==> config.mk <==
export PLATFORM = sky130hd
export DESIGN_NAME = uobpd_core
export DESIGN_NICKNAME = d
export VERILOG_FILES = /design/src/uobpd_pkg.sv /design/src/uobpd_core.sv
export SDC_FILE = /design/constraint.sdc
export NUM_CORES = 2
export LEC_CHECK = 0
export BUFFER_PORTS_ARGS = -buffer_cell sky130_fd_sc_hd__buf_2
export CORE_MARGIN = 5
export CORE_UTILIZATION = 44
export DETAILED_ROUTE_END_ITERATION = 12
export PLACE_DENSITY = 0.71
export SLEW_MARGIN = 10
export SYNTH_ARGS = -nofsm -noshare
export SYNTH_HDL_FRONTEND = slang
export SYNTH_SLANG_ARGS = --single-unit
==> constraint.sdc <==
create_clock -name core_clk -period 43.4 [get_ports core_clk]
set_input_delay 6.51 -clock core_clk [delete_from_list [all_inputs] [get_ports core_clk]]
set_output_delay 6.51 -clock core_clk [all_outputs]
set_load 0.02 [all_outputs]
==> src/uobpd_pkg.sv <==
// Purpose: Shared constants and types of the OTG buffer, pad and detect block
// Assumes: 32-bit APB register access, one word per register
// Notes:   Timeouts are kept in microseconds and turned into cycles in the core

package uobpd_pkg;

	// ==========================================================
	// Clock and sizes
	localparam int unsigned CLK_MHZ     = 100;
	localparam int unsigned PTR_W       = 16;
	localparam int unsigned RAM_BYTES   = 4096;
	localparam int unsigned NUM_REGIONS = 10;

	// ==========================================================
	// Register offsets
	localparam logic [7:0] OFS_CTRL = 8'h00;
	localparam logic [7:0] OFS_STAT = 8'h04;
	localparam logic [7:0] OFS_RSEL = 8'h08;
	localparam logic [7:0] OFS_RCFG = 8'h0C;
	localparam logic [7:0] OFS_RPTR = 8'h10;

	// Control register fields
	localparam int unsigned CTRL_ENABLE    = 0;
	localparam int unsigned CTRL_DETACH    = 1;
	localparam int unsigned CTRL_PINSEL    = 2;
	localparam int unsigned CTRL_SOFTROLE  = 3;
	localparam int unsigned CTRL_UNLOCK    = 4;
	localparam int unsigned CTRL_FREEZE    = 5;
	localparam int unsigned CTRL_PAGE_LSB  = 8;
	localparam int unsigned CTRL_VALUE_LSB = 12;

	localparam logic       RST_ENABLE   = 1'b0;
	localparam logic       RST_DETACH   = 1'b1;
	localparam logic       RST_PINSEL   = 1'b1;
	localparam logic       RST_SOFTROLE = 1'b1;
	localparam logic       RST_FREEZE   = 1'b1;
	localparam logic [1:0] RST_TVALUE   = 2'h0;

	// Status register fields
	localparam int unsigned STAT_ID     = 0;
	localparam int unsigned STAT_VBUS   = 1;
	localparam int unsigned STAT_IDEV   = 2;
	localparam int unsigned STAT_VBEV   = 3;
	localparam int unsigned STAT_SUSPEND_FLAG   = 4;
	localparam int unsigned STAT_WAKE   = 5;
	localparam int unsigned STAT_PADACT = 6;

	// Region configuration fields
	localparam int unsigned RCFG_REGION_ALLOCATE    = 0;
	localparam int unsigned RCFG_ENABLE   = 1;
	localparam int unsigned RCFG_BANK_LSB = 2;
	localparam int unsigned RCFG_SIZE_LSB = 4;
	localparam int unsigned RCFG_DIR      = 7;
	localparam int unsigned RCFG_TYPE_LSB = 8;
	localparam int unsigned RCFG_EP_LSB   = 10;
	localparam int unsigned RCFG_POLL_LSB = 16;
	localparam int unsigned RCFG_CONFIG_VALID    = 31;

	// Per-index limits: bank code 0..2 means 1..3 banks, size code n means 8<<n bytes
	localparam logic [1:0] EP0_MAX_BANK = 2'h0;
	localparam logic [1:0] EPN_MAX_BANK = 2'h2;
	localparam logic [2:0] EP0_MAX_SIZE = 3'h3;
	localparam logic [2:0] EPN_MAX_SIZE = 3'h7;

	// ==========================================================
	// OTG timer table, microseconds, [page][value]
	localparam int unsigned TIMEOUT_US [4][4] = '{
		'{20000, 50000, 70000, 100000},
		'{15000, 23000, 31000, 40000},
		'{93000, 105000, 118000, 131000},
		'{10, 100, 1000, 11000}
	};

	typedef enum logic [1:0] {
		PAGE_AWAIT_VRISE = 2'h0,
		PAGE_VBUS_PULSE  = 2'h1,
		PAGE_PULLDOWN    = 2'h2,
		PAGE_SRP_DETECT  = 2'h3
	} uobpd_timer_page_e;

	typedef enum logic {
		PAD_IDLE   = 1'b0,
		PAD_ACTIVE = 1'b1
	} uobpd_pad_state_e;

	// Low bits line up with the configuration register
	typedef struct packed {
		logic [7:0] pollInterval;
		logic [3:0] targetEp;
		logic [1:0] transferType;
		logic       direction;
		logic [2:0] bufferSize;
		logic [1:0] bankCount;
		logic       enable;
		logic       regionAllocate;
	} uobpd_region_cfg_s;

	typedef struct packed {
		logic diffRxEnable;
		logic pullDownDp;
		logic pullDownDm;
	} uobpd_pad_ctl_s;

endpackage

==> src/uobpd_core.sv <==
// Purpose: Packet RAM window allocation, pad idle control, OTG timer selection
//          and supply / role plug detection, behind an APB register file
// Assumes: suspendDetect and nonIdleDetect are single-cycle pulses on core_clk;
//          comparator and role pin inputs are asynchronous
// Notes:   Region contents are not held here; a slid window is reported by pulse
//
// Decided for this implementation: the APB interface to the registers and the placing of the registers.

`timescale 1ns/1ps

// Summary of operation
// - Regions allocate ascending from index zero
// - Allocate inserts region, next slides up, lost
// - Disabling keeps allocate bit and configuration
// - Freeing region slides next one down, lost
// - Same reallocation restores identical pointer and size
// - Config valid only if size, banks fit
// - Idle pad: receiver off, pull-downs on
// - Suspend sets suspend, clears wake, idles pad
// - Non-idle event sets wake, activates pad
// - Disabled or detached forces pad idle
// - Page field selects one of four timers
// - Pages zero and one timeout values
// - Pages two and three timeout values
// - Page and value writes need unlock
// - Device role: supply bit follows session valid
// - Host role: supply bit uses hysteresis
// - Supply change event; works while disabled
// - Role from pin or software select
// - Default pin select and device role
// - Role change event; works while disabled
// - Low role pin means host role
module uobpd_core #(
	parameter int unsigned NUM_REGIONS = uobpd_pkg::NUM_REGIONS,
	parameter int unsigned RAM_BYTES   = uobpd_pkg::RAM_BYTES,
	parameter int unsigned CLK_MHZ     = uobpd_pkg::CLK_MHZ,
	parameter int unsigned TIMEOUT_US [4][4] = uobpd_pkg::TIMEOUT_US
) (
	// Clock, reset, enable
	input  wire logic                 core_clk,
	input  wire logic                 reset,
	input  wire logic                 clkEn,
	// APB slave
	input  wire logic [7:0]           paddr,
	input  wire logic                 psel,
	input  wire logic                 penable,
	input  wire logic                 pwrite,
	input  wire logic [31:0]          pwdata,
	output logic      [31:0]          prdata,
	output logic                      pready,
	output logic                      pslverr,
	// Bus events from the link logic
	input  wire logic                 suspendDetect,
	input  wire logic                 nonIdleDetect,
	// Asynchronous pad inputs
	input  wire logic                 rolePinIn,
	input  wire logic                 sessionValidCmp,
	input  wire logic                 aSupplyOkCmp,
	// Pad and controller outputs
	output uobpd_pkg::uobpd_pad_ctl_s padCtl,
	output logic                      padActive,
	output logic                      controllerEnable,
	output logic                      clockFreeze,
	output logic                      hostRole,
	output logic                      vbusPresent,
	output logic                      roleChangePulse,
	output logic                      vbusChangePulse,
	// Region slide report
	output logic                      regionLostPulse,
	output logic      [3:0]           regionLostIndex,
	// Selected timeout per page, in core_clk cycles
	output logic      [3:0][31:0]     timeoutCycles
);

	localparam int unsigned PW = uobpd_pkg::PTR_W;

	// ==========================================================
	// Helpers
	function automatic logic [PW-1:0] regionBytes(input logic [1:0] bank,
		input logic [2:0] size);
		logic [PW-1:0] one;
		one = {{(PW-2){1'b0}}, bank} + {{(PW-1){1'b0}}, 1'b1};
		return one << ({1'b0, size} + 4'h3);
	endfunction

	function automatic logic configFits(input logic [3:0] idx, input logic [1:0] bank,
		input logic [2:0] size);
		logic [1:0] maxBank;
		logic [2:0] maxSize;
		maxBank = (idx == 4'h0) ? uobpd_pkg::EP0_MAX_BANK : uobpd_pkg::EPN_MAX_BANK;
		maxSize = (idx == 4'h0) ? uobpd_pkg::EP0_MAX_SIZE : uobpd_pkg::EPN_MAX_SIZE;
		return (bank <= maxBank) && (size <= maxSize)
			&& (32'(regionBytes(bank, size)) <= RAM_BYTES);
	endfunction

	// ==========================================================
	// State
	logic                          dataReady_q;
	logic [31:0]                   rdData_q;
	logic                          slvErr_q;
	logic [31:0]                   rdMux;
	logic                          rdMapped;
	logic                          wrEn;

	logic                          enable_q;
	logic                          detach_q;
	logic                          pinSel_q;
	logic                          softRole_q;
	logic                          freeze_q;
	logic                          unlock_q;
	logic [1:0]                    page_q;
	logic [1:0]                    tValue_q [4];
	logic [1:0]                    pageNext;

	logic [2:0]                    pinMeta_q;
	logic [2:0]                    pinSync_q;
	logic                          idStatus_q;
	logic                          vbus_q;
	logic                          idEvent_q;
	logic                          vbEvent_q;
	logic                          idPulse_q;
	logic                          vbPulse_q;
	logic                          idNext;
	logic                          vbusNext;

	logic                          suspend_flag_q;
	logic                          wake_q;
	uobpd_pkg::uobpd_pad_state_e   padState_q;
	logic                          forcedPrev_q;
	logic                          padForced;

	logic [3:0]                    sel_q;
	uobpd_pkg::uobpd_region_cfg_s  cfg_q [NUM_REGIONS];
	logic                          config_valid_q [NUM_REGIONS];
	logic [PW-1:0]                 base_q [NUM_REGIONS];
	logic [PW-1:0]                 size_q [NUM_REGIONS];
	logic                          lostPulse_q;
	logic [3:0]                    lostIdx_q;
	logic                          selValid;

	// ==========================================================
	// APB slave: no wait states, read data captured in setup
	assign pready  = clkEn & dataReady_q;
	assign prdata  = rdData_q;
	assign pslverr = slvErr_q;
	assign wrEn    = psel & penable & pready & pwrite;

	always_ff @(posedge core_clk or posedge reset) begin
		if (reset) begin
			dataReady_q <= 1'b0;
			rdData_q    <= 32'h00000000;
			slvErr_q    <= 1'b0;
		end else if (clkEn) begin
			dataReady_q <= psel & ~(penable & dataReady_q);
			if (psel & ~penable) begin
				rdData_q <= pwrite ? 32'h00000000 : rdMux;
				slvErr_q <= ~rdMapped;
			end
		end
	end

	assign selValid = (32'(sel_q) < NUM_REGIONS);

	always_comb begin
		rdMux    = 32'h00000000;
		rdMapped = 1'b1;
		case (paddr)
			uobpd_pkg::OFS_CTRL: begin
				rdMux[uobpd_pkg::CTRL_ENABLE]   = enable_q;
				rdMux[uobpd_pkg::CTRL_DETACH]   = detach_q;
				rdMux[uobpd_pkg::CTRL_PINSEL]   = pinSel_q;
				rdMux[uobpd_pkg::CTRL_SOFTROLE] = softRole_q;
				rdMux[uobpd_pkg::CTRL_FREEZE]   = freeze_q;
				rdMux[uobpd_pkg::CTRL_PAGE_LSB +: 2]  = page_q;
				rdMux[uobpd_pkg::CTRL_VALUE_LSB +: 2] = tValue_q[page_q];
			end
			uobpd_pkg::OFS_STAT: begin
				rdMux[uobpd_pkg::STAT_ID]     = idStatus_q;
				rdMux[uobpd_pkg::STAT_VBUS]   = vbus_q;
				rdMux[uobpd_pkg::STAT_IDEV]   = idEvent_q;
				rdMux[uobpd_pkg::STAT_VBEV]   = vbEvent_q;
				rdMux[uobpd_pkg::STAT_SUSPEND_FLAG]   = suspend_flag_q;
				rdMux[uobpd_pkg::STAT_WAKE]   = wake_q;
				rdMux[uobpd_pkg::STAT_PADACT] = padActive;
			end
			uobpd_pkg::OFS_RSEL: rdMux[3:0] = sel_q;
			uobpd_pkg::OFS_RCFG: begin
				if (selValid) begin
					rdMux[uobpd_pkg::RCFG_EP_LSB+3:0] = cfg_q[sel_q][uobpd_pkg::RCFG_EP_LSB+3:0];
					rdMux[uobpd_pkg::RCFG_POLL_LSB +: 8] = cfg_q[sel_q].pollInterval;
					rdMux[uobpd_pkg::RCFG_CONFIG_VALID] = config_valid_q[sel_q];
				end
			end
			uobpd_pkg::OFS_RPTR: begin
				if (selValid) begin
					rdMux = {size_q[sel_q], base_q[sel_q]};
				end
			end
			default: rdMapped = 1'b0;
		endcase
	end

	// ==========================================================
	// Control register and OTG timer pages
	// Unlock arms for the next control write; the same write may also carry it
	always_comb begin
		pageNext = page_q;
		if (pwdata[uobpd_pkg::CTRL_UNLOCK] | unlock_q) begin
			pageNext = pwdata[uobpd_pkg::CTRL_PAGE_LSB +: 2];
		end
	end

	always_ff @(posedge core_clk or posedge reset) begin
		if (reset) begin
			enable_q   <= uobpd_pkg::RST_ENABLE;
			detach_q   <= uobpd_pkg::RST_DETACH;
			pinSel_q   <= uobpd_pkg::RST_PINSEL;
			softRole_q <= uobpd_pkg::RST_SOFTROLE;
			freeze_q   <= uobpd_pkg::RST_FREEZE;
			unlock_q   <= 1'b0;
			page_q     <= uobpd_pkg::PAGE_AWAIT_VRISE;
			for (int p = 0; p < 4; p++) begin
				tValue_q[p] <= uobpd_pkg::RST_TVALUE;
			end
		end else if (clkEn && wrEn && paddr == uobpd_pkg::OFS_CTRL) begin
			enable_q   <= pwdata[uobpd_pkg::CTRL_ENABLE];
			detach_q   <= pwdata[uobpd_pkg::CTRL_DETACH];
			pinSel_q   <= pwdata[uobpd_pkg::CTRL_PINSEL];
			softRole_q <= pwdata[uobpd_pkg::CTRL_SOFTROLE];
			freeze_q   <= pwdata[uobpd_pkg::CTRL_FREEZE];
			unlock_q   <= pwdata[uobpd_pkg::CTRL_UNLOCK];
			page_q     <= pageNext;
			if (pwdata[uobpd_pkg::CTRL_UNLOCK] | unlock_q) begin
				tValue_q[pageNext] <= pwdata[uobpd_pkg::CTRL_VALUE_LSB +: 2];
			end
		end
	end

	// Table entries are microseconds; cycles follow the clock rate
	always_comb begin
		for (int p = 0; p < 4; p++) begin
			timeoutCycles[p] = 32'(TIMEOUT_US[p][tValue_q[p]] * CLK_MHZ);
		end
	end

	assign controllerEnable = enable_q;
	assign clockFreeze      = freeze_q;

	// ==========================================================
	// Pin synchronisers and plug detection
	always_ff @(posedge core_clk or posedge reset) begin
		if (reset) begin
			pinMeta_q <= 3'h1;
			pinSync_q <= 3'h1;
		end else if (clkEn) begin
			pinMeta_q <= {aSupplyOkCmp, sessionValidCmp, rolePinIn};
			pinSync_q <= pinMeta_q;
		end
	end

	// Low pin grounds the role: host
	assign idNext = pinSel_q ? pinSync_q[0] : softRole_q;

	always_comb begin
		vbusNext = vbus_q;
		if (idStatus_q) begin
			vbusNext = pinSync_q[1];
		end else if (pinSync_q[2]) begin
			vbusNext = 1'b1;
		end else if (!pinSync_q[1]) begin
			vbusNext = 1'b0;
		end
	end

	// Not gated by the controller enable: detection runs while disabled
	always_ff @(posedge core_clk or posedge reset) begin
		if (reset) begin
			idStatus_q <= 1'b1;
			vbus_q     <= 1'b0;
			idPulse_q  <= 1'b0;
			vbPulse_q  <= 1'b0;
		end else if (clkEn) begin
			idStatus_q <= idNext;
			vbus_q     <= vbusNext;
			idPulse_q  <= idNext ^ idStatus_q;
			vbPulse_q  <= vbusNext ^ vbus_q;
		end
	end

	// Sticky events, write one to clear; a new edge beats the clear
	always_ff @(posedge core_clk or posedge reset) begin
		if (reset) begin
			idEvent_q <= 1'b0;
			vbEvent_q <= 1'b0;
		end else if (clkEn) begin
			if (idPulse_q) begin
				idEvent_q <= 1'b1;
			end else if (wrEn && paddr == uobpd_pkg::OFS_STAT && pwdata[uobpd_pkg::STAT_IDEV]) begin
				idEvent_q <= 1'b0;
			end
			if (vbPulse_q) begin
				vbEvent_q <= 1'b1;
			end else if (wrEn && paddr == uobpd_pkg::OFS_STAT && pwdata[uobpd_pkg::STAT_VBEV]) begin
				vbEvent_q <= 1'b0;
			end
		end
	end

	assign hostRole        = ~idStatus_q;
	assign vbusPresent     = vbus_q;
	assign roleChangePulse = idPulse_q;
	assign vbusChangePulse = vbPulse_q;

	// ==========================================================
	// Suspend / wake flags and pad state
	always_ff @(posedge core_clk or posedge reset) begin
		if (reset) begin
			suspend_flag_q <= 1'b0;
			wake_q <= 1'b0;
		end else if (clkEn) begin
			if (suspendDetect) begin
				suspend_flag_q <= 1'b1;
				wake_q <= 1'b0;
			end else if (nonIdleDetect) begin
				wake_q <= 1'b1;
				suspend_flag_q <= 1'b0;
			end else if (wrEn && paddr == uobpd_pkg::OFS_STAT) begin
				if (pwdata[uobpd_pkg::STAT_SUSPEND_FLAG]) begin
					suspend_flag_q <= 1'b0;
				end
				if (pwdata[uobpd_pkg::STAT_WAKE]) begin
					wake_q <= 1'b0;
				end
			end
		end
	end

	assign padForced = ~enable_q | detach_q;

	always_ff @(posedge core_clk or posedge reset) begin
		if (reset) begin
			padState_q   <= uobpd_pkg::PAD_IDLE;
			forcedPrev_q <= 1'b1;
		end else if (clkEn) begin
			forcedPrev_q <= padForced;
			case (padState_q)
				uobpd_pkg::PAD_IDLE: begin
					if (!padForced && (forcedPrev_q || nonIdleDetect)) begin
						padState_q <= uobpd_pkg::PAD_ACTIVE;
					end
				end
				uobpd_pkg::PAD_ACTIVE: begin
					if (padForced || suspendDetect) begin
						padState_q <= uobpd_pkg::PAD_IDLE;
					end
				end
				default: padState_q <= uobpd_pkg::PAD_IDLE;
			endcase
		end
	end

	assign padActive           = (padState_q == uobpd_pkg::PAD_ACTIVE);
	assign padCtl.diffRxEnable = padActive;
	assign padCtl.pullDownDp   = ~padActive;
	assign padCtl.pullDownDm   = ~padActive;

	// ==========================================================
	// Packet RAM windows
	always_ff @(posedge core_clk or posedge reset) begin
		if (reset) begin
			sel_q <= 4'h0;
		end else if (clkEn && wrEn && paddr == uobpd_pkg::OFS_RSEL) begin
			sel_q <= pwdata[3:0];
		end
	end

	// Pointers only; overlap is not checked
	always_ff @(posedge core_clk or posedge reset) begin
		if (reset) begin
			for (int i = 0; i < NUM_REGIONS; i++) begin
				cfg_q[i]   <= '0;
				config_valid_q[i] <= 1'b0;
				base_q[i]  <= '0;
				size_q[i]  <= '0;
			end
			lostPulse_q <= 1'b0;
			lostIdx_q   <= 4'h0;
		end else if (clkEn) begin
			lostPulse_q <= 1'b0;
			if (wrEn && paddr == uobpd_pkg::OFS_RCFG && selValid) begin
				// Enable bit is independent of the rest of the configuration
				cfg_q[sel_q] <= {pwdata[uobpd_pkg::RCFG_POLL_LSB +: 8],
					pwdata[uobpd_pkg::RCFG_EP_LSB+3:0]};
				if (pwdata[uobpd_pkg::RCFG_REGION_ALLOCATE] && !cfg_q[sel_q].regionAllocate) begin
					logic [PW-1:0] lowerEnd;
					logic [PW-1:0] newSize;
					lowerEnd = (sel_q == 4'h0) ? '0
						: base_q[sel_q - 4'h1] + size_q[sel_q - 4'h1];
					newSize = regionBytes(pwdata[uobpd_pkg::RCFG_BANK_LSB +: 2],
						pwdata[uobpd_pkg::RCFG_SIZE_LSB +: 3]);
					base_q[sel_q]  <= lowerEnd;
					size_q[sel_q]  <= newSize;
					config_valid_q[sel_q] <= configFits(sel_q,
						pwdata[uobpd_pkg::RCFG_BANK_LSB +: 2],
						pwdata[uobpd_pkg::RCFG_SIZE_LSB +: 3]);
					if ((32'(sel_q) + 1 < NUM_REGIONS) && cfg_q[sel_q + 4'h1].regionAllocate) begin
						base_q[sel_q + 4'h1] <= lowerEnd + newSize;
						lostPulse_q <= 1'b1;
						lostIdx_q   <= sel_q + 4'h1;
					end
				end else if (!pwdata[uobpd_pkg::RCFG_REGION_ALLOCATE] && cfg_q[sel_q].regionAllocate) begin
					size_q[sel_q]  <= '0;
					config_valid_q[sel_q] <= 1'b0;
					if ((32'(sel_q) + 1 < NUM_REGIONS) && cfg_q[sel_q + 4'h1].regionAllocate) begin
						base_q[sel_q + 4'h1] <= base_q[sel_q];
						lostPulse_q <= 1'b1;
						lostIdx_q   <= sel_q + 4'h1;
					end
				end
			end
		end
	end

	assign regionLostPulse = lostPulse_q;
	assign regionLostIndex = lostIdx_q;

endmodule

After elaboration in Yosys (flattened, before gate mapping):

Cells that the tools add are included.

* add/sub/neg operators: 7
* magnitude comparators: 17
* multiplexer cells: 109
* bitwise logic cells: 30
* shift-type cells: 1
* divide/modulo/power cells: 0
* equal/unequal tests: 4
* reduce and logical (&&, ||, !) cells: 41
* multiply operators: 4

Operators with widths (count)
* two-way mux 160 bit: 6
* bitwise mux 160 bit: 4
* two-way mux 32 bit: 10
* binary-select mux 16 bit (select 4 bit): 4
* binary-select mux 32 bit (select 2 bit): 4
* bitwise mux 220 bit: 1
* binary-select mux 22 bit (select 4 bit): 2
* two-way mux 16 bit: 11
* AND 160 bit: 1
* inverter 160 bit: 1
* demux 16 bit (select 4 bit): 2
* multiplier 32 x 5 -> 30 bit (second input constant): 4
* demux 22 bit (select 4 bit): 1
* two-way mux 22 bit: 3
* adder 16 bit: 2
* two-way mux 1 bit: 29
* two-way mux 10 bit: 2
* one-hot mux 4 bit (5 select lines): 1
* greater-or-equal comparator 3 bit (second input constant): 6
* inverter 2 -> 3 bit: 6
* logical AND 1 bit: 17
* equality test 8 x 4 -> 1 bit (second input constant): 2
* less-or-equal comparator 16 x 13 -> 1 bit (second input constant): 1
* one-hot mux 8 bit (2 select lines): 1
* other kinds (49): 92

* bits in latches: 0
* input bits: 51
* output and inout bits: 177
* bits in writable memories: 0
* register bits: 625
* memories kept: 0
* ROM bits: 0
* word-level logic and storage cells: 352

Logic depth before layout (Yosys ltp):

* depth in word-level cells: 11
* gate-level depth with buffers: 33
* gate-level depth less buffers: 25

Worst setup path before layout:

OpenSTA, ideal clock, no wires.

* path type: in2out
* start point: input clkEn
* end point: output pready
* stages: 2
* data required time: 36.890 ns
* setup slack: 29.863 ns
* data arrival time: 7.027 ns
* buffers on the path: 1
* cells stage by stage: clkbuf_1 > and2_1

* longest elaborated chain between the ends: 1

Ends and longest elaborated chain
* from (decl): RTL line uobpd_core.sv:42 `input wire logic clkEn,`
* AND 1 bit: RTL line uobpd_core.sv:143 `assign pready = clkEn & dataReady_q;`
* to (decl): RTL line uobpd_core.sv:50 `output logic pready,`

Every way passes these cells.

Final worst setup path:

Same ends and word-level chain as after synthesis.

==> results.sh <==
export IMPL_via_per_inst=6.50
export IMPL_syn_inst=3938
export IMPL_fp_row_count=109
export IMPL_antenna_left=0
export IMPL_die_h_um=308
export IMPL_fin_nets=4052
export IMPL_syn2layout_area_growth_pct=9.70
export IMPL_setup_viol=0
export IMPL_cp_slowest_cell="buf_2"
export IMPL_multi_input_comb_area_sq_um=21400
export IMPL_required_ps=36890
export IMPL_grt_pass1_wl_um=202000
export IMPL_yosys_warnings=0
export IMPL_reg2reg_from="sel_q[1]$_DFFE_PP0P_"
export IMPL_clock_latency_ps=660
export IMPL_fin_crit_ps=13790
export IMPL_ys_seq_area_share_pct=40.2
export IMPL_crit_path_end_kind="output pin"
export IMPL_hold_path_class="reg -> reg"
export IMPL_clockBufferDepth=3
export IMPL_synth_cell_types=90
export IMPL_crit_family="buffers and inverters"
export IMPL_tightest_slew_ps=1340
export IMPL_io_pins=228
export IMPL_post_cts_resized=0
export IMPL_grt_pass1_vias=32400
export IMPL_synth_top_flop_cell="dfrtp_1"
export IMPL_rsz0062_at_grt="false"
export IMPL_htreeDepth=3
export IMPL_vias=33400
export IMPL_yosysTopAreaCell="dfrtp_1"
export IMPL_grt_max_degree=109
export IMPL_async_flop_share_pct=100
export IMPL_slew_headroom_pct=10.3
export IMPL_status="completed"
export IMPL_antenna_found_initial=14
export IMPL_finalHoldViolations=0
export IMPL_post_route_drc_count=0
export IMPL_synthTopCellsByArea="dfrtp_1 40%, mux4_2 10%, mux2_2 8.5%, o21ai_0 5.6%, nand2_1 5.4%"
export IMPL_crit_start="clkEn"
export IMPL_cts_made_buffers=71
export IMPL_cp_cell_sequence="buf_2, and2_1, buf_2"
export IMPL_critPathMaxStageDelay_ps=370
export IMPL_period_share_pct=31.8
export IMPL_overflow=0
export IMPL_ctsHoldBuffers=0
export IMPL_wire_per_inst_um=26.0
export IMPL_drt_iter0_drc=4636
export IMPL_fin_util_pct=48.5
export IMPL_drv_slew=0
export IMPL_register_area_sq_um=15700
export IMPL_dieWidth_um=308
export IMPL_yosys_register_bits=625
export IMPL_cp_start_kind="input pin"
export IMPL_drive_gt1_share_pct=23.4
export IMPL_max_cap_viol_count=0
export IMPL_clk_pin_slew_ps=60
export IMPL_crit_path_frequent_cell="buf_2"
export IMPL_leakagePower_nw=19.1
export IMPL_clock_fmax_mhz=72.5
export IMPL_coreArea_sq_um=88100
export IMPL_io_buffers=160
export IMPL_avgSynthCellArea_sq_um=9.90
export IMPL_wl_um=134000
export IMPL_crit_type="in -> out"
export IMPL_synth_area_sq_um=39000
export IMPL_place_congestion=0.976
export IMPL_arrival_ps=7280
export IMPL_start_util_pct=44.2
export IMPL_skew_ps=53.8
export IMPL_worst_path_buf_inv=2
export IMPL_first_pass_iters=9
export IMPL_die_area_sq_um=94600
export IMPL_hp_start="prdata[25]$_DFFE_PP0P_"
export IMPL_cts_sinks=625
export IMPL_power_density_nw_per_um2=29.6
export IMPL_fin_setup_tns_ps=0
export IMPL_hpwl_um=84800
export IMPL_fillers=7970
export IMPL_vdd_drop_max_mv=0.0258
export IMPL_cts_tree="yes"
export IMPL_synth_top_area_share_pct=39.6
export IMPL_root_buffer="clkbuf_16"
export IMPL_grt_usage_pct=27.4
export IMPL_synth_edf_count=0
export IMPL_postCtsSetupBuffers=0
export IMPL_crit_fanout=21
where the power goes:
part / internal, W / leakage [nW] / switching, W
Sequential: 0.000585 / 8.65 / 0.00000199
Combinational: 0.0000104 / 9.28 / 0.0000431
Clock: 0.000359 / 1.18 / 0.000264
worst register-to-register path, delay by kind of cell, from the launching register on:
| kind | cells | cell delay (ps) |
|---|---|---|
| AND/OR/NAND/NOR | 4 | 980 |
| XOR/XNOR | 1 | 1030 |
| AO/OA/AOI/OAI | 9 | 2450 |
| flip-flops | 1 | 1130 |
| multiplexers | 2 | 910 |
| adder cells (fa/ha/maj) | 3 | 1840 |
| buffers and inverters | 2 | 1080 |
metrics by stage:
| step | setup slack [ps] | hold WS [ps] | power (W) | instances | cell area [sq um] |
|---|---|---|---|---|---|
| 3_3_place_gp | 29620 | 459 | 0.000650 | 5005 | 40300 |
| 2_1_floorplan | 19400 | 451 | 0.000636 | 3994 | 39200 |
| 5_1_grt | 29560 | 500 | 0.00130 | 5131 | 42700 |
| 4_1_cts | 29610 | 486 | 0.00127 | 5131 | 42700 |
| 6_report | 29610 | 482 | 0.00126 | 5141 | 42800 |
| 3_5_place_dp | 29620 | 471 | 0.000650 | 5005 | 40300 |
flip-flops by register name, summed over array words and instances (netlist names), 2 cells and up:
signal           cells
base_q             160
cfg_q              220
config_valid_q      10
page_q               2
pinMeta_q            3
pinSync_q            3
prdata              32
regionLostIndex      4
sel_q                4
size_q             160
tValue_q             8
cell families after synthesis:
logic type / after synthesis / share of synthesized area (%)
other: 1 / 0.00962
DFF: 625 / 40.2
adders and majority gates: 88 / 2.86
buffers and inverters: 477 / 5.95
AOI/OAI and AO/OA: 1074 / 16.8
muxes: 558 / 21.0
xor gates and xnor gates: 38 / 0.873
and+or+nand+nor: 1077 / 12.3
cells in the mapped netlist, types with 12 or more instances:
library cell    n
nand2_1       561
mux2_2        293
buf_2          80
mux4_2        177
a31oi_1        46
a22oi_1        35
xnor2_1        24
inv_1          64
a21oi_1       237
nand3_1        62
and3_1         16
ha_1           86
o31ai_1        34
nor3_1         67
xor2_1         13
buf_1          26
o211ai_1       49
o221ai_1       22
buf_4         108
mux2i_1        78
and2_1         12
o21ai_1        13
or3_1          45
dfrtp_1       617
a22o_1         33
nor2_1        217
a32oi_1        37
clkbuf_1      193
nor2b_1        16
o21ai_0       439
a221oi_1       33
metal layers:
layer	vias to the layer above	wire length [um]	part of all wire (%)	GRT usage, %
li1	14200	-	-	-
met2	2355	57600	43	41.3
met1	16300	49300	37	35.9
met3	536	18100	14	8.20
met5	-	47	0.035	0
met4	8	8630	6.5	14.5
cells in the final DEF, fill, tap and decap left out, types with 11 or more instances in the layout:
master     count
nand2b_1      11
clkbuf_16     71
mux2i_1       78
mux2_2       293
nand3_1       62
a31oi_1       46
a221oi_1      33
o211ai_1      49
and3_1        16
o22ai_1       11
a22o_1        33
o21ai_1       17
o221ai_1      22
clkbuf_8      13
a21oi_1      235
buf_2        160
xor2_1        13
inv_1         63
clkbuf_1      17
ha_1          84
o31ai_1       34
nor2_1       216
conb_1        57
or3_1         45
mux4_2       177
a32oi_1       37
xnor2_1       21
dfrtp_1      613
clkinv_2      12
nand2_2       11
o21ai_0      430
nor2b_1       15
nor3_1        65
and2_1        12
buf_4         97
nand2_1      560
a22oi_1       35
final timing paths:
check | end | slack [ps] | cells past startpoint
worst max-delay path | pready | 29610 | 3
worst min-delay path | prdata[25]$_DFFE_PP0P_ | 480 | 2
worst max register to register | base_q[125]$_DFFE_PP0P_ | 33840 | 21
worst min register to register | prdata[25]$_DFFE_PP0P_ | 480 | 2
max in group asynchronous | base_q[114]$_DFFE_PP0P_ | 35080 | 4
min in group asynchronous | cfg_q[143]$_DFFE_PP0P_ | 5940 | 2
final cells by class:
class | instances | share of cell area [%]
multi-input combinational | 2892 | 50.0
sequential | 625 | 36.6
clock buffer | 101 | 4.72
timing repair buffer | 258 | 3.62
tap | 1165 | 3.41
clock inverter | 25 | 0.939
inverter | 65 | 0.588
antenna | 10 | 0.0585
No activity file was read; power rests on OpenSTA's default activity.
